[config.mk]
export PLATFORM = sky130hd
export DESIGN_NAME = cpu_port_access_router_flat
export DESIGN_NICKNAME = d
export VERILOG_FILES = /design/src/cpu_router_pkg.sv /design/src/cpu_link_if.sv /design/src/cpu_port_access_router.sv /design/src/flat_wrapper.sv
export SDC_FILE = /design/constraint.sdc
export NUM_CORES = 1
export LEC_CHECK = 0
export BUFFER_PORTS_ARGS = -buffer_cell sky130_fd_sc_hd__buf_2
export CAP_MARGIN = 20
export CORE_AREA = 4 4 348 350
export DETAILED_ROUTE_END_ITERATION = 12
export DIE_AREA = 0 0 352 354
export GPL_ROUTABILITY_DRIVEN = 0
export PLACE_DENSITY = 0.31
export SLEW_MARGIN = 20
export SYNTH_ARGS = -nofsm -noshare
export SYNTH_HDL_FRONTEND = slang
export SYNTH_SLANG_ARGS = --single-unit
[constraint.sdc]
create_clock -name sys_clk -period 6.55 [get_ports sys_clk]
set_clock_uncertainty 0.05 [all_clocks]
set_input_delay 0.3275 -clock sys_clk [delete_from_list [all_inputs] [get_ports sys_clk]]
set_output_delay 0.3275 -clock sys_clk [all_outputs]
set_load 0.01 [all_outputs]
[src/cpu_router_pkg.sv]
// constants and types shared by the processor-side router and the processor bus agent
// assumes one system clock; both ends import this package whole
package cpu_router_pkg;

	localparam int          NUM_RANGES        = 10;
	localparam int          STRAP_WIDTH       = 16;
	localparam int          CPU_ENDIAN_STRAP  = 11;
	localparam int          PCI_ENDIAN_STRAP  = 12;

	// command lines: write flag, access size, words in a block minus one
	localparam int          CMD_WIDTH         = 6;
	localparam int          CMD_WRITE_BIT     = 5;
	localparam int          CMD_SIZE_LSB      = 3;
	localparam int          CMD_COUNT_LSB     = 0;
	localparam logic [2:0]  MAX_PCI_BURST_CNT = 3'h3;

	// write data-rate pattern: only the single D rate is supported
	localparam int          PATTERN_LSB       = 24;
	localparam logic [3:0]  D_RATE_PATTERN    = 4'h0;

	// internal register block sits at a fixed base so boot code can reach it
	localparam logic [31:0] INT_REG_BASE      = 32'h0F00_0000;
	localparam logic [31:0] INT_REG_MASK      = 32'hFFFF_F000;
	localparam logic [3:0]  CFG_PAGE          = 4'h1;
	localparam logic [7:0]  MAILBOX_PAGE      = 8'h20;

	// processor bus agent register map (byte offsets)
	localparam logic [7:0]  AGENT_ADDR_OFS    = 8'h00;
	localparam logic [7:0]  AGENT_CMD_OFS     = 8'h04;
	localparam logic [7:0]  AGENT_STATUS_OFS  = 8'h08;
	localparam logic [7:0]  AGENT_CONFIG_OFS  = 8'h0C;
	localparam logic [2:0]  AGENT_BUF_PAGE    = 3'h1;
	localparam int          STAT_BUSY_BIT     = 0;
	localparam int          STAT_DONE_BIT     = 1;
	localparam int          STAT_ERROR_BIT    = 2;
	localparam logic [31:0] CONFIG_RESET      = 32'h0000_0000;
	localparam logic [31:0] ADDR_RESET        = 32'h0000_0000;

	typedef enum logic [1:0] {
		SIZE_BYTE  = 2'b00,
		SIZE_HALF  = 2'b01,
		SIZE_WORD  = 2'b10,
		SIZE_BLOCK = 2'b11
	} size_type;

	typedef enum logic [3:0] {
		RANGE_BOOT          = 4'h0,
		RANGE_BOOT_RECOVERY = 4'h1,
		RANGE_BOOT_IO       = 4'h2,
		RANGE_INTERNAL      = 4'h3,
		RANGE_BASE          = 4'h4,
		RANGE_SIMM1         = 4'h5,
		RANGE_SIMM2         = 4'h6,
		RANGE_PCI_MEM1      = 4'h7,
		RANGE_PCI_MEM2      = 4'h8,
		RANGE_PCI_IO        = 4'h9
	} range_type;

endpackage: cpu_router_pkg

[src/cpu_link_if.sv]
// link between the processor bus agent and the router
// assumes both ends run on the same sys_clk; every signal is driven by exactly one end
`timescale 1ns/1ns
`default_nettype none
interface cpu_link_if;
	import cpu_router_pkg::*;

	logic [31:0]          cpuSystemBusOut;
	logic [31:0]          cpuSystemBusIn;
	logic [CMD_WIDTH-1:0] cpuCommandLines;
	logic                 cmdValid_n;
	logic                 writeValid_n;
	logic                 externalDataValid_n;
	logic                 cpuError;
	logic [3:0]           cpuWritePatternField;

	modport device (
		input  cpuSystemBusOut,
		input  cpuCommandLines,
		input  cmdValid_n,
		input  writeValid_n,
		input  cpuWritePatternField,
		output cpuSystemBusIn,
		output externalDataValid_n,
		output cpuError
	);

	modport processor (
		output cpuSystemBusOut,
		output cpuCommandLines,
		output cmdValid_n,
		output writeValid_n,
		output cpuWritePatternField,
		input  cpuSystemBusIn,
		input  externalDataValid_n,
		input  cpuError
	);
endinterface: cpu_link_if
`default_nettype wire

[src/cpu_port_access_router.sv]
// processor-side access router: decodes processor and PCI requests onto internal targets
// assumes the agent on the link, targets answering reads with tgtReadValid, straps stable
// in reset
`timescale 1ns/1ns
`default_nettype none
module cpu_port_access_router
	import cpu_router_pkg::*;
(
	input  wire logic                   sys_clk,
	input  wire logic                   rst,
	cpu_link_if.device                  link,
	input  wire logic [STRAP_WIDTH-1:0] multiplexedAddrDataStraps,
	input  wire logic                   addOnBoardMode,
	input  wire logic [31:0]            rangeBase [NUM_RANGES],
	input  wire logic [31:0]            rangeMask [NUM_RANGES],
	output logic                        tgtReq,
	output logic                        tgtWrite,
	output logic [31:0]                 tgtAddr,
	output logic [1:0]                  tgtSize,
	output logic [31:0]                 tgtWriteData,
	output logic [NUM_RANGES-1:0]       tgtSelect,
	input  wire logic                   tgtReadValid,
	input  wire logic [31:0]            tgtReadData,
	input  wire logic                   pciReq,
	input  wire logic [31:0]            pciAddr,
	input  wire logic                   pciWrite,
	input  wire logic [1:0]             pciSize,
	output logic                        pciAck,
	output logic                        pciStop,
	output logic                        pciAbort,
	output logic                        pciCacheLineRead,
	output logic [NUM_RANGES-1:0]       pciSelect,
	output logic                        cpuBigEndian,
	output logic                        pciBigEndian
);

	typedef enum logic [1:0] {
		S_IDLE      = 2'b00,
		S_WRITE     = 2'b01,
		S_READ_REQ  = 2'b10,
		S_READ_WAIT = 2'b11
	} router_state_type;

	router_state_type    state_reg;
	logic                strapTaken_reg;
	logic [31:0]         addr_reg;
	logic [2:0]          count_reg;
	logic [2:0]          idx_reg;
	logic                swap_reg;
	logic [NUM_RANGES-1:0] cpuHit;
	logic [NUM_RANGES-1:0] pciHit;
	logic [4:0]          cpuFirst;
	logic [4:0]          pciFirst;
	logic                cmdWrite;
	size_type            cmdSize;
	logic [2:0]          cmdCount;
	logic                cmdOk;
	logic                swapNow;
	logic [31:0]         nextAddr;

	function automatic logic matchRange(input logic [31:0] a, input logic [31:0] base,
		input logic [31:0] mask);
		return (a & mask) == (base & mask);
	endfunction: matchRange

	// lowest range index wins when programmable windows overlap
	function automatic logic [4:0] firstHit(input logic [NUM_RANGES-1:0] v);
		logic [4:0] r;
		r = 5'h00;
		for (int i = NUM_RANGES - 1; i >= 0; i--)
			if (v[i])
				r = {1'b1, 4'(i)};
		return r;
	endfunction: firstHit

	function automatic logic [31:0] swapBytes(input logic [31:0] d);
		return {d[7:0], d[15:8], d[23:16], d[31:24]};
	endfunction: swapBytes

	function automatic logic isCfg(input logic [31:0] a);
		return a[11:8] == CFG_PAGE;
	endfunction: isCfg

	function automatic logic isMailbox(input logic [31:0] a);
		return a[11:4] == MAILBOX_PAGE;
	endfunction: isMailbox

	function automatic logic isPciWindow(input logic [3:0] r);
		return r == RANGE_PCI_MEM1 || r == RANGE_PCI_MEM2 || r == RANGE_PCI_IO;
	endfunction: isPciWindow

	for (genvar g = 0; g < NUM_RANGES; g++) begin : g_decode
		if (g == RANGE_INTERNAL) begin : g_fixed
			assign cpuHit[g] = matchRange(link.cpuSystemBusOut, INT_REG_BASE, INT_REG_MASK);
			assign pciHit[g] = matchRange(pciAddr, INT_REG_BASE, INT_REG_MASK);
		end else begin : g_prog
			assign cpuHit[g] = matchRange(link.cpuSystemBusOut, rangeBase[g], rangeMask[g]);
			assign pciHit[g] = matchRange(pciAddr, rangeBase[g], rangeMask[g]);
		end
	end

	assign cpuFirst = firstHit(cpuHit);
	assign pciFirst = firstHit(pciHit);
	assign cmdWrite = link.cpuCommandLines[CMD_WRITE_BIT];
	assign cmdSize  = size_type'(link.cpuCommandLines[CMD_SIZE_LSB +: 2]);
	assign cmdCount = (cmdSize == SIZE_BLOCK) ? link.cpuCommandLines[CMD_COUNT_LSB +: 3] : 3'h0;
	// internal data stays little-endian; swap only toward a big-endian processor or PCI
	assign swapNow  = cpuBigEndian ^ (pciBigEndian & isPciWindow(cpuFirst[3:0]));
	assign nextAddr = addr_reg + {27'h0, idx_reg + 3'h1, 2'b00};

	// legality of a processor access by target, size, direction and alignment
	always_comb begin
		logic aligned;
		aligned = 1'b1;
		cmdOk   = 1'b0;
		if (cmdSize == SIZE_HALF)
			aligned = ~link.cpuSystemBusOut[0];
		else if (cmdSize != SIZE_BYTE)
			aligned = link.cpuSystemBusOut[1:0] == 2'b00;
		if (cpuFirst[4]) begin
			case (range_type'(cpuFirst[3:0]))
				RANGE_BOOT, RANGE_BOOT_RECOVERY, RANGE_BOOT_IO:
					cmdOk = aligned & (cmdWrite ? cmdSize == SIZE_BYTE : cmdSize != SIZE_BLOCK);
				RANGE_INTERNAL:
					if (isCfg(link.cpuSystemBusOut))
						cmdOk = aligned & (cmdSize != SIZE_BLOCK);
					else
						cmdOk = aligned & (cmdSize == SIZE_WORD);
				RANGE_BASE, RANGE_SIMM1, RANGE_SIMM2:
					cmdOk = aligned;
				RANGE_PCI_MEM1, RANGE_PCI_MEM2, RANGE_PCI_IO:
					cmdOk = aligned & (cmdCount <= MAX_PCI_BURST_CNT);
				default:
					cmdOk = 1'b0;
			endcase
		end
		// a write pattern other than the single D rate cannot be paced
		if (cmdWrite && link.cpuWritePatternField != D_RATE_PATTERN)
			cmdOk = 1'b0;
	end

	// straps are caught on the first edge after reset release, never by the reset itself
	always_ff @(posedge sys_clk or posedge rst) begin
		if (rst) begin
			strapTaken_reg <= 1'b0;
			cpuBigEndian   <= 1'b0;
			pciBigEndian   <= 1'b0;
		end else if (!strapTaken_reg) begin
			strapTaken_reg <= 1'b1;
			cpuBigEndian   <= multiplexedAddrDataStraps[CPU_ENDIAN_STRAP];
			pciBigEndian   <= multiplexedAddrDataStraps[PCI_ENDIAN_STRAP];
		end
	end

	always_ff @(posedge sys_clk or posedge rst) begin
		if (rst) begin
			state_reg                <= S_IDLE;
			addr_reg                 <= 32'h0000_0000;
			count_reg                <= 3'h0;
			idx_reg                  <= 3'h0;
			swap_reg                 <= 1'b0;
			tgtReq                   <= 1'b0;
			tgtWrite                 <= 1'b0;
			tgtAddr                  <= 32'h0000_0000;
			tgtSize                  <= 2'b00;
			tgtWriteData             <= 32'h0000_0000;
			tgtSelect                <= '0;
			link.cpuSystemBusIn      <= 32'h0000_0000;
			link.externalDataValid_n <= 1'b1;
			link.cpuError            <= 1'b0;
		end else begin
			tgtReq                   <= 1'b0;
			link.externalDataValid_n <= 1'b1;
			link.cpuError            <= 1'b0;
			case (state_reg)
				S_IDLE: begin
					if (!link.cmdValid_n) begin
						if (cmdOk) begin
							addr_reg  <= link.cpuSystemBusOut;
							count_reg <= cmdCount;
							idx_reg   <= 3'h0;
							swap_reg  <= swapNow;
							tgtWrite  <= cmdWrite;
							tgtAddr   <= link.cpuSystemBusOut;
							tgtSize   <= cmdSize;
							tgtSelect <= NUM_RANGES'(1) << cpuFirst[3:0];
							state_reg <= cmdWrite ? S_WRITE : S_READ_REQ;
						end else begin
							link.cpuError <= 1'b1;
						end
					end
				end
				S_WRITE: begin
					if (!link.writeValid_n) begin
						tgtReq       <= 1'b1;
						tgtAddr      <= addr_reg + {27'h0, idx_reg, 2'b00};
						tgtWriteData <= swap_reg ? swapBytes(link.cpuSystemBusOut)
							: link.cpuSystemBusOut;
						idx_reg      <= idx_reg + 3'h1;
						if (idx_reg == count_reg)
							state_reg <= S_IDLE;
					end
				end
				S_READ_REQ: begin
					tgtReq    <= 1'b1;
					state_reg <= S_READ_WAIT;
				end
				S_READ_WAIT: begin
					if (tgtReadValid) begin
						link.cpuSystemBusIn      <= swap_reg ? swapBytes(tgtReadData)
							: tgtReadData;
						link.externalDataValid_n <= 1'b0;
						idx_reg                  <= idx_reg + 3'h1;
						tgtAddr                  <= nextAddr;
						state_reg                <= (idx_reg == count_reg) ? S_IDLE : S_READ_REQ;
					end
				end
				default: state_reg <= S_IDLE;
			endcase
		end
	end

	// PCI-side claim: one registered answer per request
	always_ff @(posedge sys_clk or posedge rst) begin
		if (rst) begin
			pciAck           <= 1'b0;
			pciStop          <= 1'b0;
			pciAbort         <= 1'b0;
			pciCacheLineRead <= 1'b0;
			pciSelect        <= '0;
		end else begin
			pciAck           <= 1'b0;
			pciStop          <= 1'b0;
			pciAbort         <= 1'b0;
			pciCacheLineRead <= 1'b0;
			pciSelect        <= '0;
			if (pciReq) begin
				pciAbort <= 1'b1;
				if (pciFirst[4]) begin
					case (range_type'(pciFirst[3:0]))
						RANGE_BASE, RANGE_SIMM1, RANGE_SIMM2: begin
							pciAbort         <= 1'b0;
							pciAck           <= 1'b1;
							// disconnect while the processor path owns the targets
							pciStop          <= state_reg != S_IDLE;
							pciCacheLineRead <= ~pciWrite;
							pciSelect        <= NUM_RANGES'(1) << pciFirst[3:0];
						end
						RANGE_INTERNAL: begin
							if (isMailbox(pciAddr) && pciSize == SIZE_WORD) begin
								pciAbort         <= 1'b0;
								pciAck           <= 1'b1;
								pciStop          <= 1'b1;
								pciCacheLineRead <= ~pciWrite;
								pciSelect        <= NUM_RANGES'(1) << pciFirst[3:0];
							end else if (isCfg(pciAddr) && addOnBoardMode
								&& pciSize != SIZE_BLOCK) begin
								pciAbort         <= 1'b0;
								pciAck           <= 1'b1;
								pciCacheLineRead <= ~pciWrite;
								pciSelect        <= NUM_RANGES'(1) << pciFirst[3:0];
							end
							// all other internal registers stay hidden
						end
						// boot ROM and PCI windows are never claimed
						default: pciAbort <= 1'b1;
					endcase
				end
			end
		end
	end

endmodule: cpu_port_access_router
`default_nettype wire

[src/flat_wrapper.sv]
// flat-port wrapper written by rule: the top's interface ports become plain ports
module cpu_port_access_router_flat import cpu_router_pkg::*;
  (sys_clk, rst, multiplexedAddrDataStraps, addOnBoardMode, rangeBase, rangeMask, tgtReq, tgtWrite, tgtAddr, tgtSize, tgtWriteData, tgtSelect, tgtReadValid, tgtReadData, pciReq, pciAddr, pciWrite, pciSize, pciAck, pciStop, pciAbort, pciCacheLineRead, pciSelect, cpuBigEndian, pciBigEndian, link_cpuSystemBusOut, link_cpuCommandLines, link_cmdValid_n, link_writeValid_n, link_cpuWritePatternField, link_cpuSystemBusIn, link_externalDataValid_n, link_cpuError);
  cpu_link_if link_i ();
  input  wire logic sys_clk;
  input  wire logic rst;
  input  wire logic [STRAP_WIDTH-1:0] multiplexedAddrDataStraps;
  input  wire logic addOnBoardMode;
  input  wire logic [31:0] rangeBase[NUM_RANGES];
  input  wire logic [31:0] rangeMask[NUM_RANGES];
  output logic tgtReq;
  output logic tgtWrite;
  output logic [31:0] tgtAddr;
  output logic [1:0] tgtSize;
  output logic [31:0] tgtWriteData;
  output logic [NUM_RANGES-1:0] tgtSelect;
  input  wire logic tgtReadValid;
  input  wire logic [31:0] tgtReadData;
  input  wire logic pciReq;
  input  wire logic [31:0] pciAddr;
  input  wire logic pciWrite;
  input  wire logic [1:0] pciSize;
  output logic pciAck;
  output logic pciStop;
  output logic pciAbort;
  output logic pciCacheLineRead;
  output logic [NUM_RANGES-1:0] pciSelect;
  output logic cpuBigEndian;
  output logic pciBigEndian;
  input wire logic [$bits(link_i.cpuSystemBusOut)-1:0] link_cpuSystemBusOut;
  input wire logic [$bits(link_i.cpuCommandLines)-1:0] link_cpuCommandLines;
  input wire logic [$bits(link_i.cmdValid_n)-1:0] link_cmdValid_n;
  input wire logic [$bits(link_i.writeValid_n)-1:0] link_writeValid_n;
  input wire logic [$bits(link_i.cpuWritePatternField)-1:0] link_cpuWritePatternField;
  output wire logic [$bits(link_i.cpuSystemBusIn)-1:0] link_cpuSystemBusIn;
  output wire logic [$bits(link_i.externalDataValid_n)-1:0] link_externalDataValid_n;
  output wire logic [$bits(link_i.cpuError)-1:0] link_cpuError;
  assign link_i.cpuSystemBusOut = link_cpuSystemBusOut;
  assign link_i.cpuCommandLines = link_cpuCommandLines;
  assign link_i.cmdValid_n = link_cmdValid_n;
  assign link_i.writeValid_n = link_writeValid_n;
  assign link_i.cpuWritePatternField = link_cpuWritePatternField;
  assign link_cpuSystemBusIn = link_i.cpuSystemBusIn;
  assign link_externalDataValid_n = link_i.externalDataValid_n;
  assign link_cpuError = link_i.cpuError;
  cpu_port_access_router u_core (.sys_clk(sys_clk), .rst(rst), .link(link_i), .multiplexedAddrDataStraps(multiplexedAddrDataStraps), .addOnBoardMode(addOnBoardMode), .rangeBase(rangeBase), .rangeMask(rangeMask), .tgtReq(tgtReq), .tgtWrite(tgtWrite), .tgtAddr(tgtAddr), .tgtSize(tgtSize), .tgtWriteData(tgtWriteData), .tgtSelect(tgtSelect), .tgtReadValid(tgtReadValid), .tgtReadData(tgtReadData), .pciReq(pciReq), .pciAddr(pciAddr), .pciWrite(pciWrite), .pciSize(pciSize), .pciAck(pciAck), .pciStop(pciStop), .pciAbort(pciAbort), .pciCacheLineRead(pciCacheLineRead), .pciSelect(pciSelect), .cpuBigEndian(cpuBigEndian), .pciBigEndian(pciBigEndian));
endmodule
Yosys cells after proc, flatten, opt, wreduce, memory -nomap -nowiden
Index checks and enable logic that the tools add are counted.
- register bits: 170
- bits in latches: 0
- RAM bits: 0
- bits in read-only memories: 0
- input port bits: 772
- output and inout bits: 128
- word-level logic and storage cells: 218
- memories: 0
- add/subtract/negate cells: 3
- multiply operators: 0
- div/mod/pow operators: 0
- order comparisons: 1
- eq/ne operators: 51
- shifts and indexed selects: 2
- muxes and demuxes: 79
- bitwise operators: 37
- reduce and logical (&&, ||, !) cells: 23
- operators by type and width (cell ; number):
    32-bit bitwise AND ; 27
    32-bit == test ; 18
    32-bit 2-to-1 mux ; 6
    5-bit 2-to-1 mux ; 20
    32-bit case mux with 3 select lines ; 1
    32-bit by 5-bit adder with 32-bit output ; 2
    20-bit by 16-bit == test with 1-bit output (second input constant) ; 2
    10-bit 2-to-1 mux ; 4
    4-bit by 3-bit == test with 1-bit output (second input constant) ; 7
    1-bit 2-to-1 mux ; 27
    10-bit case mux with 2 select lines ; 1
    1-bit by 4-bit << shifter with 10-bit output (first input constant) ; 2
    3-bit 2-to-1 mux ; 5
    2-bit 2-to-1 mux ; 7
    4-bit by 1-bit == test with 1-bit output (second input constant) ; 3
    4-bit by 2-bit == test with 1-bit output (second input constant) ; 3
    3-bit OR reduction ; 4
    2-bit == test (second input constant) ; 5
    2-bit != test (second input constant) ; 5
    1-bit case mux with 2 select lines ; 5
    5-bit AND reduction ; 2
    3-bit case mux with 3 select lines ; 1
    4-bit == test (second input constant) ; 2
    8-bit by 6-bit == test with 1-bit output (second input constant) ; 1
    19 further kinds ; 36

Logic depth before layout (Yosys ltp)
Gate-level depths: netlist (run 1).
- word-level depth: 20
- mapped depth: 15
- mapped depth without buffers: 14

Least setup slack after synthesis (run 1)
Ideal clock, no wire load.
- kind: in2reg
- start point: input port link_cpuSystemBusOut[30]
- end point: register u_core.tgtAddr[10]
- library setup time: 128 ps
- data arrival time: 3093 ps
- slack: 3279 ps
- stages: 13
- path buffers: 3
- cell sequence: buf_2 buf_2 xor2_1 a22oi_1 nand4_1 nor4_1 nor4_2 a31oi_1 and2_1 o21ai_1 a21boi_4 buf_4 mux2_1
- word-level cells in the longest chain between the ends: 19
- RTL lines (what ; line ; text):
    start: declaration ; flat_wrapper.sv:30 ; input wire logic [$bits(link_i.cpuSystemBusOut)-1:0] link_cpuSystemBusOut;
    32-bit bitwise AND ; cpu_port_access_router.sv:63 ; return (a & mask) == (base & mask);
    32-bit == test ; cpu_port_access_router.sv:63 ;
    5-bit 2-to-1 mux (9 in series) ; cpu_port_access_router.sv:71 ; if (v[i])
    5-bit 2-to-1 mux (*) ; cpu_port_access_router.sv:71 ;
    4-bit == test (tied with other cells) ; cpu_port_access_router.sv:121 ; case (range_type'(cpuFirst[3:0]))
    3-bit OR reduction ; cpu_port_access_router.sv:121 ;
    1-bit case mux with 4 select lines ; cpu_port_access_router.sv:121 ;
    1-bit 2-to-1 mux (*) ; cpu_port_access_router.sv:120 ; if (cpuFirst[4]) begin
    1-bit 2-to-1 mux (*) ; cpu_port_access_router.sv:138 ; if (cmdWrite && link.cpuWritePatternField != D_RATE_PATTERN)
    2-bit by 1-bit != test with 1-bit output (no source line) (*) ; - ;
    5-bit AND reduction (no source line) (*) ; - ;
    end signal: assignment ; cpu_port_access_router.sv:184 ; tgtAddr <= link.cpuSystemBusOut;
    end signal: assignment ; cpu_port_access_router.sv:196 ; tgtAddr <= addr_reg + {27'h0, idx_reg, 2'b00};
    end signal: assignment ; cpu_port_access_router.sv:214 ; tgtAddr <= nextAddr;
    end: declaration ; cpu_port_access_router.sv:18 ; output logic [31:0] tgtAddr,
Every way passes the cells marked *; elsewhere a longest branch is shown, timed or not.
A chain may end at the register's enable or synchronous reset.

Worst setup path after layout (run 1)
- start point: input port link_cpuSystemBusOut[20]
- end point: register u_core.tgtAddr[18]
The elaborated chain is that of the path after synthesis.

==> results.ini, run 1 <==
[outcome]
status = finished, final reports clean

[synth]
ys.flop_type = dfrtp_1
synth_seq_cells = 170
synth_area_sq_um = 16860
synth_top_area_cell = xor2_1
synth_top_cell_area_share_pct = 30.86
synthCells = 1848
synth_cell_types = 64
synth-edff-count = 0
syn_area_per_cell_sq_um = 9.121
ys_seq_area_share_pct = 25.24
async_reset_ff_share_pct = 100.0
yosysWarnings = 0
ys_top_cells_by_area = xor2_1 31%, dfrtp_1 25%, a22oi_1 13%

[global_routing]
grt_pass1_vias = 19660
grt_pass1_wl_um = 187600
grt_max_degree = 66
track_usage_pct = 22.32
grt_remaining_overflow = 0
antenna_found_initial = 31

[worst_setup_path]
crit_type = input pin to flip-flop
cp-end-kind = flip-flop
rr_startpoint = u_core.state_reg[1]$_DFFE_PP0P_
critPathArrivalTime_ns = 5.10
reg2reg_to = u_core.tgtAddr[27]$_DFFE_PP0P_
worst-r2r-setup-slack_ns = 2.83
reg2reg_depth = 13
cp-start-kind = input pin
crit_required_ns = 6.85
worstPathMaxFanout = 34

[clocking]
clkTransAtPathRegs_ns = 0.07
post_cts_buffers = 0
clock_latency_ns = 0.48
root_buffer = clkbuf_16
cts_inserted_buffers = 17
cts_resized = 0
htree_levels = 4
cts_tree = built
cts.sinks = 170
clockBufferDepth = 2

[power_and_ir_drop]
p_leak_nw = 10.97
powerDensity_nw_per_um2 = 219.7
ir_worst_vdd_mv = 0.1825

[die]
core_area_sq_um = 117800
ios = 900
die_w_um = 352
initial_utilization_pct = 14.31
fp.dieH_um = 354
rows = 126
dieArea_sq_um = 124600

[layout]
nets = 3411
layout_common_cells = 821 x buf_2, 594 x xor2_1, 289 x a22oi_1, 168 x dfrtp_1, 115 x nand2_1
drive_gt1_share_pct = 37.15
area_growth_pct = 38.55
layout_commonest_cell = buf_2

[sta]
drv_slew = 0
max_freq_mhz = 208.3
hold_violations = 0
setup_tns_ns = 0
tightest_slew_ns = 1.125
max_slew_margin_pct = 24.97
period_minus_slack_ns = 4.800
setup_viol = 0
rsz0062_at_grt = false
setup_ws_ns = 1.750
period_share_pct = 73.29

[detailed_routing]
vias_per_cell = 4.579
postRouteAntennaNets = 0
post-route-drc-count = 0
post_drt_wl_per_cell_um = 34.76
totalWireLength_um = 145500
dr_total_vias = 19160
firstDrtPassIters = 5
first_iter_violations = 1781

[worst_hold_path]
holdPathEnd = u_core.pciAbort$_DFF_PP0_
worstHoldStart = pciReq
min_path_type = input pin to flip-flop
holdPathStages = 2

[placement]
port_buffers = 821
pre_cts_ws_ns = 0.9760
hpwl_um = 120700

[run]
cap_viol_max_count = 0

## worst max-delay path, stage by stage
cell and delay, ns:
buf_2 0.81, xor2_1 0.15, a22oi_1 0.24, nand4_1 0.18, nor4_4 0.88, nor4_2 0.21, a31oi_1 0.51, and2_1 0.51
o21ai_1 0.24, a21boi_4 0.16, buf_4 0.43, mux2_1 0.37
## layout make-up
class | instances | area (sq um)
inverters | 13 | 56.30
clock inverters | 11 | 120.1
clock buffers | 21 | 450.4
diodes | 6 | 15.01
multi-input cells | 1540 | 11910
fillers | 13410 | 94410
repair buffers | 888 | 4622
well taps | 1536 | 1922
flip-flops and latches | 170 | 4259
## synth_stat cells (6+ instances only)
master	n
a21boi_0	6
a21oi_1	14
a22oi_1	289
and2_1	8
and3_1	10
buf_1	11
buf_2	36
buf_4	14
buf_6	17
clkbuf_1	52
dfrtp_1	169
ha_1	8
inv_1	13
mux2_1	35
mux2_2	45
mux2i_1	66
nand2_1	116
nand3_1	18
nand4_1	78
nor2_1	25
nor3_1	6
nor4_1	22
o21ai_0	98
or4_1	9
xnor2_1	16
xor2_1	594
## stage by stage
step | instances | total power, W | cell area (sq um) | hold WS, ns | util, %
after floorplan | 1853 | 0.002798 | 16870 | 0.3443 | -
after global placement | 4143 | 0.004145 | 22720 | 0.3370 | 19.30
after detailed placement | 4143 | 0.004144 | 22720 | 0.3348 | 19.30
after CTS | 4179 | 0.005236 | 23330 | 0.02655 | 19.81
after global routing | 4180 | 0.005468 | 23340 | 0.05272 | 19.82
final | 4185 | 0.005131 | 23350 | 0.08459 | 19.83
## report_power, final
group | total, W | internal (W) | switching (W) | leakage (nW)
clock network | 0.00105 | 0.000570 | 0.000477 | 0.273
logic | 0.00258 | 0.000943 | 0.00164 | 8.52
registers | 0.00151 | 0.00135 | 0.000158 | 2.18
total | 0.00513 | 0.00286 | 0.00227 | 11.0
## logic make-up after synthesis
| group | after synthesis | share of synthesized area [%] |
|---|---|---|
| other cells | 2 | 0.04455 |
| fa+ha+maj | 10 | 0.7720 |
| xor+xnor | 610 | 31.70 |
| buf+inv | 143 | 4.520 |
| simple gates | 321 | 10.07 |
| flops | 170 | 25.25 |
| compound gates | 446 | 18.39 |
| mux | 146 | 9.264 |
## metal layers
layer | wire [um] | GRT usage (%)
met5 | 93 | 0
met2 | 65490 | 35.74
met3 | 10580 | 4.760
met4 | 5643 | 7.657
met1 | 63690 | 29.68
## worst max-delay path by stage
stage | start | to | slack, ns | depth (start not counted)
floorplan | rst | u_core.addr_reg[0]$_DFFE_PP0P_ | 1.57 | 1
global placement | link_cpuSystemBusOut[0] | u_core.tgtAddr[30]$_DFFE_PP0P_ | 0.98 | 14
detailed placement | link_cpuSystemBusOut[0] | u_core.tgtAddr[30]$_DFFE_PP0P_ | 0.98 | 14
CTS | link_cpuSystemBusOut[0] | u_core.tgtAddr[30]$_DFFE_PP0P_ | 1.51 | 14
global route | link_cpuSystemBusOut[0] | u_core.tgtSelect[6]$_DFFE_PP0P_ | 1.39 | 13
finish | link_cpuSystemBusOut[20] | u_core.tgtAddr[18]$_DFFE_PP0P_ | 1.75 | 12
## timing repair
action                                 CTS  global route
hold buffers                             4             0
endpoints found under the hold margin   54             0
setup endpoints to repair                0             0
No activity file was read; power rests on OpenSTA's default activity.
==> inputs of run 2 (changes only) <==
--- a/config.mk
+++ b/config.mk
@@ -5,13 +5,14 @@
 export SDC_FILE = /design/constraint.sdc
 export NUM_CORES = 1
 export LEC_CHECK = 0
+export ABC_AREA = 1
 export BUFFER_PORTS_ARGS = -buffer_cell sky130_fd_sc_hd__buf_2
 export CAP_MARGIN = 20
-export CORE_AREA = 4 4 348 350
+export CORE_AREA = 4 4 345 347
 export DETAILED_ROUTE_END_ITERATION = 12
-export DIE_AREA = 0 0 352 354
+export DIE_AREA = 0 0 349 351
 export GPL_ROUTABILITY_DRIVEN = 0
-export PLACE_DENSITY = 0.31
+export PLACE_DENSITY = 0.34
 export SLEW_MARGIN = 20
 export SYNTH_ARGS = -nofsm -noshare
 export SYNTH_HDL_FRONTEND = slang
==> constraint.sdc (replaced) <==
create_clock -name sys_clk -period 4 [get_ports sys_clk]
set_clock_uncertainty 0.05 [all_clocks]
set_input_delay 0.2 -clock sys_clk [delete_from_list [all_inputs] [get_ports sys_clk]]
set_output_delay 0.2 -clock sys_clk [all_outputs]
set_load 0.01 [all_outputs]
==> results.ini, run 2 <==
[sta]
max_slew_margin_pct = 34.97  ; +10 points
rsz0062_at_grt = false
tightest_slew_ns = 0.9754  ; -0.1500 ns
period_share_pct = 89.30
hold_violations = 0  ; unchanged
period_minus_slack_ns = 3.572
setup_tns_ns = 0  ; unchanged
max_freq_mhz = 279.9
setup_viol = 0  ; unchanged
drv_slew = 0  ; unchanged

[layout]
layout.cells.non_filler = 5598  ; +34%
design_area_sq_um = 26290  ; +13%
drive_gt1_share_pct = 28.30  ; -8.9 points
nets = 4779  ; +40%
fill_cells = 13540  ; +0.92%
layout_commonest_cell = buf_2
layout_common_cells = 821 x buf_2, 650 x nand2_1, 393 x nand3_1, 356 x o21ai_0, 319 x inv_1
area_growth_pct = 44.55

[global_routing]
grt_pass1_wl_um = 210100  ; +12%
grt_remaining_overflow = 0  ; unchanged
grt_max_degree = 79  ; +20%
track_usage_pct = 25.16  ; +2.8 points
grt_pass1_vias = 24050  ; +22%
antenna_found_initial = 165  ; +430%

[synth]
synth_area_sq_um = 18180  ; +7.9%
synth_common_cells = 650 x nand2_1, 393 x nand3_1, 356 x o21ai_0, 320 x inv_1, 281 x a21oi_1
synth_cell_types = 60  ; -6.3%
async_reset_ff_share_pct = 100.0  ; unchanged
synth-edff-count = 0  ; unchanged
ys_top_cells_by_area = dfrtp_1 23%, nand2_1 13%, nand3_1 11%
synth_top_area_cell = dfrtp_1
synth_top_cell_area_share_pct = 23.26  ; -7.6 points
synthCells = 3049  ; +65%
yosys.cell_count.top_type = nand2_1
ys_seq_area_share_pct = 23.40  ; -1.8 points
yosysWarnings = 0  ; unchanged
syn_area_per_cell_sq_um = 5.964  ; -35%
ys.flop_type = dfrtp_1
synth_seq_cells = 170  ; unchanged

[detailed_routing]
postRouteAntennaNets = 0  ; unchanged
post-route-drc-count = 0  ; unchanged
firstDrtPassIters = 6  ; +1
totalWireLength_um = 161000  ; +11%
vias_per_cell = 4.576  ; about the same
dr_total_vias = 25620  ; +34%
post_drt_wl_per_cell_um = 28.76  ; -17%
first_iter_violations = 2000  ; +12%

[worst_setup_path]
critPathMaxStageDelay_ns = 0.42  ; -0.46 ns
cp-start-kind = flip-flop
cpMaxStageDelayCell = dfrtp_1
crit_type = flip-flop to flip-flop
crit_family = simple AND/OR/NAND/NOR gates
crit_required_ns = 4.30  ; -2.55 ns
cp.buffers_inverters = 3  ; +1
path_cells = ha_1 > xor2_1 > ha_1 > fa_1 > nand2_1 > inv_1 > o21ai_0 > inv_1 > nand2_1 > nor2_1 > nand3_1 > nor3_2 > nand2_1 > nor3_1 > nand3_1 > inv_1 > nand3_1 > xnor2_1 > o21ai_0 > o21ai_2
rr_startpoint = u_core.state_reg[0]$_DFFE_PP0P_
cp-end-kind = flip-flop
cp-startpoint = u_core.state_reg[0]$_DFFE_PP0P_
worstPathMaxFanout = 4  ; -88%
critPathArrivalTime_ns = 3.87  ; -1.23 ns

[run]
cap_viol_max_count = 0  ; unchanged

[clocking]
clkTransAtPathRegs_ns = 0.08  ; about the same
clock_latency_ns = 0.46  ; -0.02 ns
htree_levels = 4  ; unchanged
cts_inserted_buffers = 17  ; unchanged
clockBufferDepth = 2  ; unchanged
cts_tree = built
root_buffer = clkbuf_16
cts.sinks = 170  ; unchanged

[die]
fp.dieH_um = 351  ; -0.85%
initial_utilization_pct = 15.69  ; +1.4 points
ios = 900  ; unchanged
dieArea_sq_um = 122500  ; -1.7%
rows = 125  ; -0.79%
core_area_sq_um = 115900  ; -1.6%
die_w_um = 349  ; -0.85%

[power_and_ir_drop]
p_leak_nw = 13.37  ; +22%
powerDensity_nw_per_um2 = 335.8  ; +53%
p_total_w = 0.008827  ; +72%
ir_worst_vdd_mv = 0.3509  ; +92%

[placement]
numPlacedInstances = 5465  ; +32%
place_area_sq_um = 25100  ; +10%
hpwl_um = 142400  ; +18%
port_buffers = 821  ; unchanged

[worst_hold_path]
worstHoldStart = tgtReadData[2]
min_path_type = input pin to flip-flop

[outcome]
status = finished, final reports clean

[run 2: metrics by stage]
stage / setup WS [ns] / hold WS [ns] / util [%]
finish: 0.4278 / 0.03249 / 22.68
global route: 0.001247 / 0.03864 / 22.59
CTS: 0.3014 / 0.001541 / 22.54
global placement: 0.2830 / 0.3030 / 21.66
detailed placement: 0.3298 / 0.3023 / 21.66
floorplan: 0.6637 / 0.2164 / -
[run 2: timing repair]
item | in CTS | in global routing
setup endpoints to repair | 0 | 2
endpoints found under the hold margin | 68 | 0
gates resized for setup | 0 | 1
hold buffers | 37 | 0
setup buffers | 0 | 1
[run 2: final cells by class]
cell class                 instances  area, sq um  share of cell area [%]
inverter                         339         1279                   4.865
timing repair buffer            1063         6106                   23.23
tap                             1524         1907                   7.254
sequential                       170         4259                   16.20
antenna                           63        157.7                  0.5997
multi-input combinational       2407        11930                   45.39
clock buffer                      17        425.4                   1.618
clock inverter                    15        221.5                  0.8425
[run 2: cells by family after synthesis]
kind of cell    synth area share, %
simple gates                  36.90
mux                          0.1238
xor+xnor                      4.864
buf+inv                       11.19
fa+ha+maj                    0.6605
other cells                 0.04130
flops                         23.40
compound gates                22.82
[run 2: per-layer routing]
metal  track usage (%)  wire length, um  up-vias
li1                  -                -    12300
met4             5.239             3814       96
met3             7.478            13940      240
met5                 0              633        -
met1             31.27            66770    11990
met2             43.11            75860      990
[run 2: path summary, 6_finish.rpt]
| kind | end | slack, ns | cells after the start |
|---|---|---|---|
| max in group asynchronous | u_core.pciSelect[0]$_DFF_PP0_ | 2.46 | 4 |
| worst max register to register | u_core.tgtAddr[30]$_DFFE_PP0P_ | 0.43 | 20 |
| worst min-delay path | u_core.link.cpuSystemBusIn[26]$_DFFE_PP0P_ | 0.03 | 5 |
| worst max-delay path | u_core.tgtAddr[30]$_DFFE_PP0P_ | 0.43 | 20 |
| min in group asynchronous | u_core.tgtWriteData[18]$_DFFE_PP0P_ | 0.37 | 3 |
| worst min register to register | u_core.tgtAddr[9]$_DFFE_PP0P_ | 0.42 | 2 |
[run 2: worst reg2reg max path, delay by kind of cell (launching register included)]
| family | cells | cell delay [ns] |
|---|---|---|
| xor+xnor | 2 | 0.34 |
| simple gates | 9 | 1.33 |
| fa+ha+maj | 3 | 0.70 |
| buf+inv | 3 | 0.24 |
| compound gates | 3 | 0.39 |
| flops | 1 | 0.42 |
[run 2: where the power goes]
group	switching, W	internal (W)	leakage [nW]
combinational	0.00289	0.00155	10.9
sequential	0.000254	0.00221	2.19
clock	0.000843	0.00107	0.319
total	0.00399	0.00483	13.4
==> inputs of run 3 (changes only) <==
--- a/config.mk
+++ b/config.mk
@@ -5,14 +5,14 @@
 export SDC_FILE = /design/constraint.sdc
 export NUM_CORES = 1
 export LEC_CHECK = 0
-export ABC_AREA = 1
 export BUFFER_PORTS_ARGS = -buffer_cell sky130_fd_sc_hd__buf_2
 export CAP_MARGIN = 20
-export CORE_AREA = 4 4 345 347
+export CORE_AREA = 3 3 352 354
+export CTS_BUF_LIST = sky130_fd_sc_hd__clkbuf_4
 export DETAILED_ROUTE_END_ITERATION = 12
-export DIE_AREA = 0 0 349 351
+export DIE_AREA = 0 0 355 357
 export GPL_ROUTABILITY_DRIVEN = 0
-export PLACE_DENSITY = 0.34
+export PLACE_DENSITY = 0.32
 export SLEW_MARGIN = 20
 export SYNTH_ARGS = -nofsm -noshare
 export SYNTH_HDL_FRONTEND = slang
==> results.ini, run 3 (synthesized netlist as in run 1, its figures left out) <==
[outcome]
status = finished, violations left
violations = setup timing

[clocking]
root_buffer = clkbuf_4
cts.sinks = 170  ; unchanged
cts_inserted_buffers = 17  ; unchanged
htree_levels = 4  ; unchanged
clock_latency_ns = 0.71  ; +0.25 ns
post_cts_buffers = 0  ; unchanged
cts_tree = built
clockBufferDepth = 2  ; unchanged
clkTransAtPathRegs_ns = 0.16  ; +0.08 ns

[placement]
place_area_sq_um = 24000  ; -4.4%
port_buffers = 821  ; unchanged
hpwl_um = 128400  ; -9.9%
numPlacedInstances = 4361  ; -20%
pre_cts_ws_ns = -0.3338  ; -0.6636 ns

[detailed_routing]
post_drt_wl_per_cell_um = 32.94  ; +15%
postRouteAntennaNets = 0  ; unchanged
totalWireLength_um = 148500  ; -7.8%
first_iter_violations = 1796  ; -10%
post-route-drc-count = 0  ; unchanged
vias_per_cell = 4.398  ; -3.9%
dr_total_vias = 19830  ; -23%
firstDrtPassIters = 6  ; unchanged

[worst_setup_path]
cp-end-kind = flip-flop
worst-r2r-setup-slack_ns = 0.46  ; +0.03 ns
reg2reg_depth = 13  ; -35%
crit_type = input pin to flip-flop
crit_required_ns = 4.56  ; +0.26 ns
critPathArrivalTime_ns = 4.65  ; +0.78 ns
rr_startpoint = u_core.state_reg[0]$_DFFE_PP0P_
worstPathMaxFanout = 11  ; +7
reg2reg_to = u_core.tgtAddr[21]$_DFFE_PP0P_
cp-start-kind = input pin

[sta]
whs_ns = 0.1190  ; +0.08652 ns
setup_tns_ns = -0.08488  ; -0.08488 ns
rsz0062_at_grt = false
setup_ws_ns = -0.08488  ; -0.5127 ns
setup_viol = 1  ; +1
period_share_pct = 102.1  ; +13 points
drv_slew = 0  ; unchanged
max_freq_mhz = 244.8  ; -13%
period_minus_slack_ns = 4.085  ; +0.5127 ns
max_slew_margin_pct = 34.71  ; -0.27 points
hold_violations = 0  ; unchanged
tightest_slew_ns = 0.9794  ; +0.003984 ns

[layout]
layout.cells.non_filler = 4508  ; -19%
nets = 3619  ; -24%
area_growth_pct = 49.53
design_area_sq_um = 25210  ; -4.1%
layout_commonest_cell = buf_2
drive_gt1_share_pct = 39.00  ; +11 points
layout_common_cells = 821 x buf_2, 594 x xor2_1, 289 x a22oi_1, 175 x buf_4, 168 x dfrtp_1

[die]
ios = 900  ; unchanged
initial_utilization_pct = 13.89  ; -1.8 points
core_area_sq_um = 121400  ; +4.7%
rows = 128  ; +2.4%
die_w_um = 355  ; +1.7%
dieArea_sq_um = 126700  ; +3.5%
fp.dieH_um = 357  ; +1.7%

[global_routing]
track_usage_pct = 22.33  ; -2.8 points
grt_pass1_vias = 20090  ; -16%
grt_max_degree = 66  ; -16%
grt_pass1_wl_um = 188300  ; -10%
grt_remaining_overflow = 0  ; unchanged
antenna_found_initial = 48  ; -71%

[run]
cap_viol_max_count = 0  ; unchanged

[worst_hold_path]
worstHoldStart = link_cpuSystemBusOut[30]
holdPathEnd = u_core.tgtWriteData[30]$_DFFE_PP0P_
holdPathStages = 4  ; -1
min_path_type = input pin to flip-flop

[power_and_ir_drop]
p_leak_nw = 11.90  ; -11%
powerDensity_nw_per_um2 = 319.1  ; -5.0%
ir_worst_vdd_mv = 0.1987  ; -43%

run 3: cell types whose count changed in the layout (fill, tap and decap cells not counted), moves of 49 or more:
| cell | previous run | this run |
|---|---|---|
| a21oi_1 | 281 | 14 |
| a22oi_1 | 2 | 289 |
| o21ai_1 | 53 | 4 |
| xor2_1 | 73 | 594 |
| nand3_1 | 393 | 18 |
| nor2_1 | 256 | 24 |
| o21ai_0 | 356 | 98 |
| inv_1 | 319 | 12 |
| nand2_1 | 650 | 115 |
| mux2i_1 | 0 | 66 |
run 3: area by class of cell:
class / instances / area (sq um)
fillers: 13860 / 96190
multi-input cells: 1540 / 11910
repair buffers: 1096 / 6594
flip-flops and latches: 170 / 4259
well taps: 1625 / 2033
clock buffers: 19 / 142.6
clock inverters: 13 / 132.6
diodes: 32 / 80.08
inverters: 13 / 52.55
run 3: worst max-delay path by stage:
stage / to / cells after the start / slack [ns] / startpoint
floorplan: u_core.tgtAddr[10]$_DFFE_PP0P_ / 13 / 0.86 / link_cpuSystemBusOut[30]
global placement: u_core.tgtAddr[29]$_DFFE_PP0P_ / 13 / -0.30 / link_cpuSystemBusOut[1]
detailed placement: u_core.tgtAddr[30]$_DFFE_PP0P_ / 13 / -0.33 / link_cpuSystemBusOut[14]
CTS: u_core.state_reg[0]$_DFFE_PP0P_ / 17 / 0.03 / link_cpuSystemBusOut[17]
global route: u_core.state_reg[0]$_DFFE_PP0P_ / 17 / 0.005 / link_cpuSystemBusOut[10]
finish: u_core.state_reg[0]$_DFFE_PP0P_ / 17 / -0.08 / link_cpuSystemBusOut[17]
run 3: critical path: stages:
cell and delay (ns):
dlygate4sd3_1 0.57, buf_2 0.16, buf_12 0.15, xor2_1 0.17, a22oi_1 0.27, nand4_1 0.20
nor4_1 0.71, buf_4 0.25, or4_1 0.23, buf_4 0.15, o21ai_0 0.10, and4bb_1 0.28
a211o_1 0.29, buf_4 0.20, nand3_1 0.07, nand3_1 0.06, dlygate4sd3_1 0.55
run 3: where the power goes:
group          total (W)  internal, W  switching, W
combinational    0.00450      0.00175       0.00275
clock            0.00109     0.000341      0.000747
sequential       0.00246      0.00220      0.000257
run 3: metal layers:
layer	global-route usage [%]	routed length [um]
met1	29.14	63590
met2	35.45	66960
met3	5.706	12100
met4	8.087	5770
met5	0	66
run 3: stage by stage:
step | total power [W] | utilization, %
6_report | 0.008043 | 20.76
3_5_place_dp | 0.006976 | 19.77
4_1_cts | 0.008217 | 20.67
5_1_grt | 0.008622 | 20.71
2_1_floorplan | 0.004582 | -
3_3_place_gp | 0.006967 | 19.77
run 3: what timing repair did:
action	CTS	global route
hold endpoints to repair	213	1
resized for setup	0	2
setup endpoints to repair	0	1
hold buffers	82	1
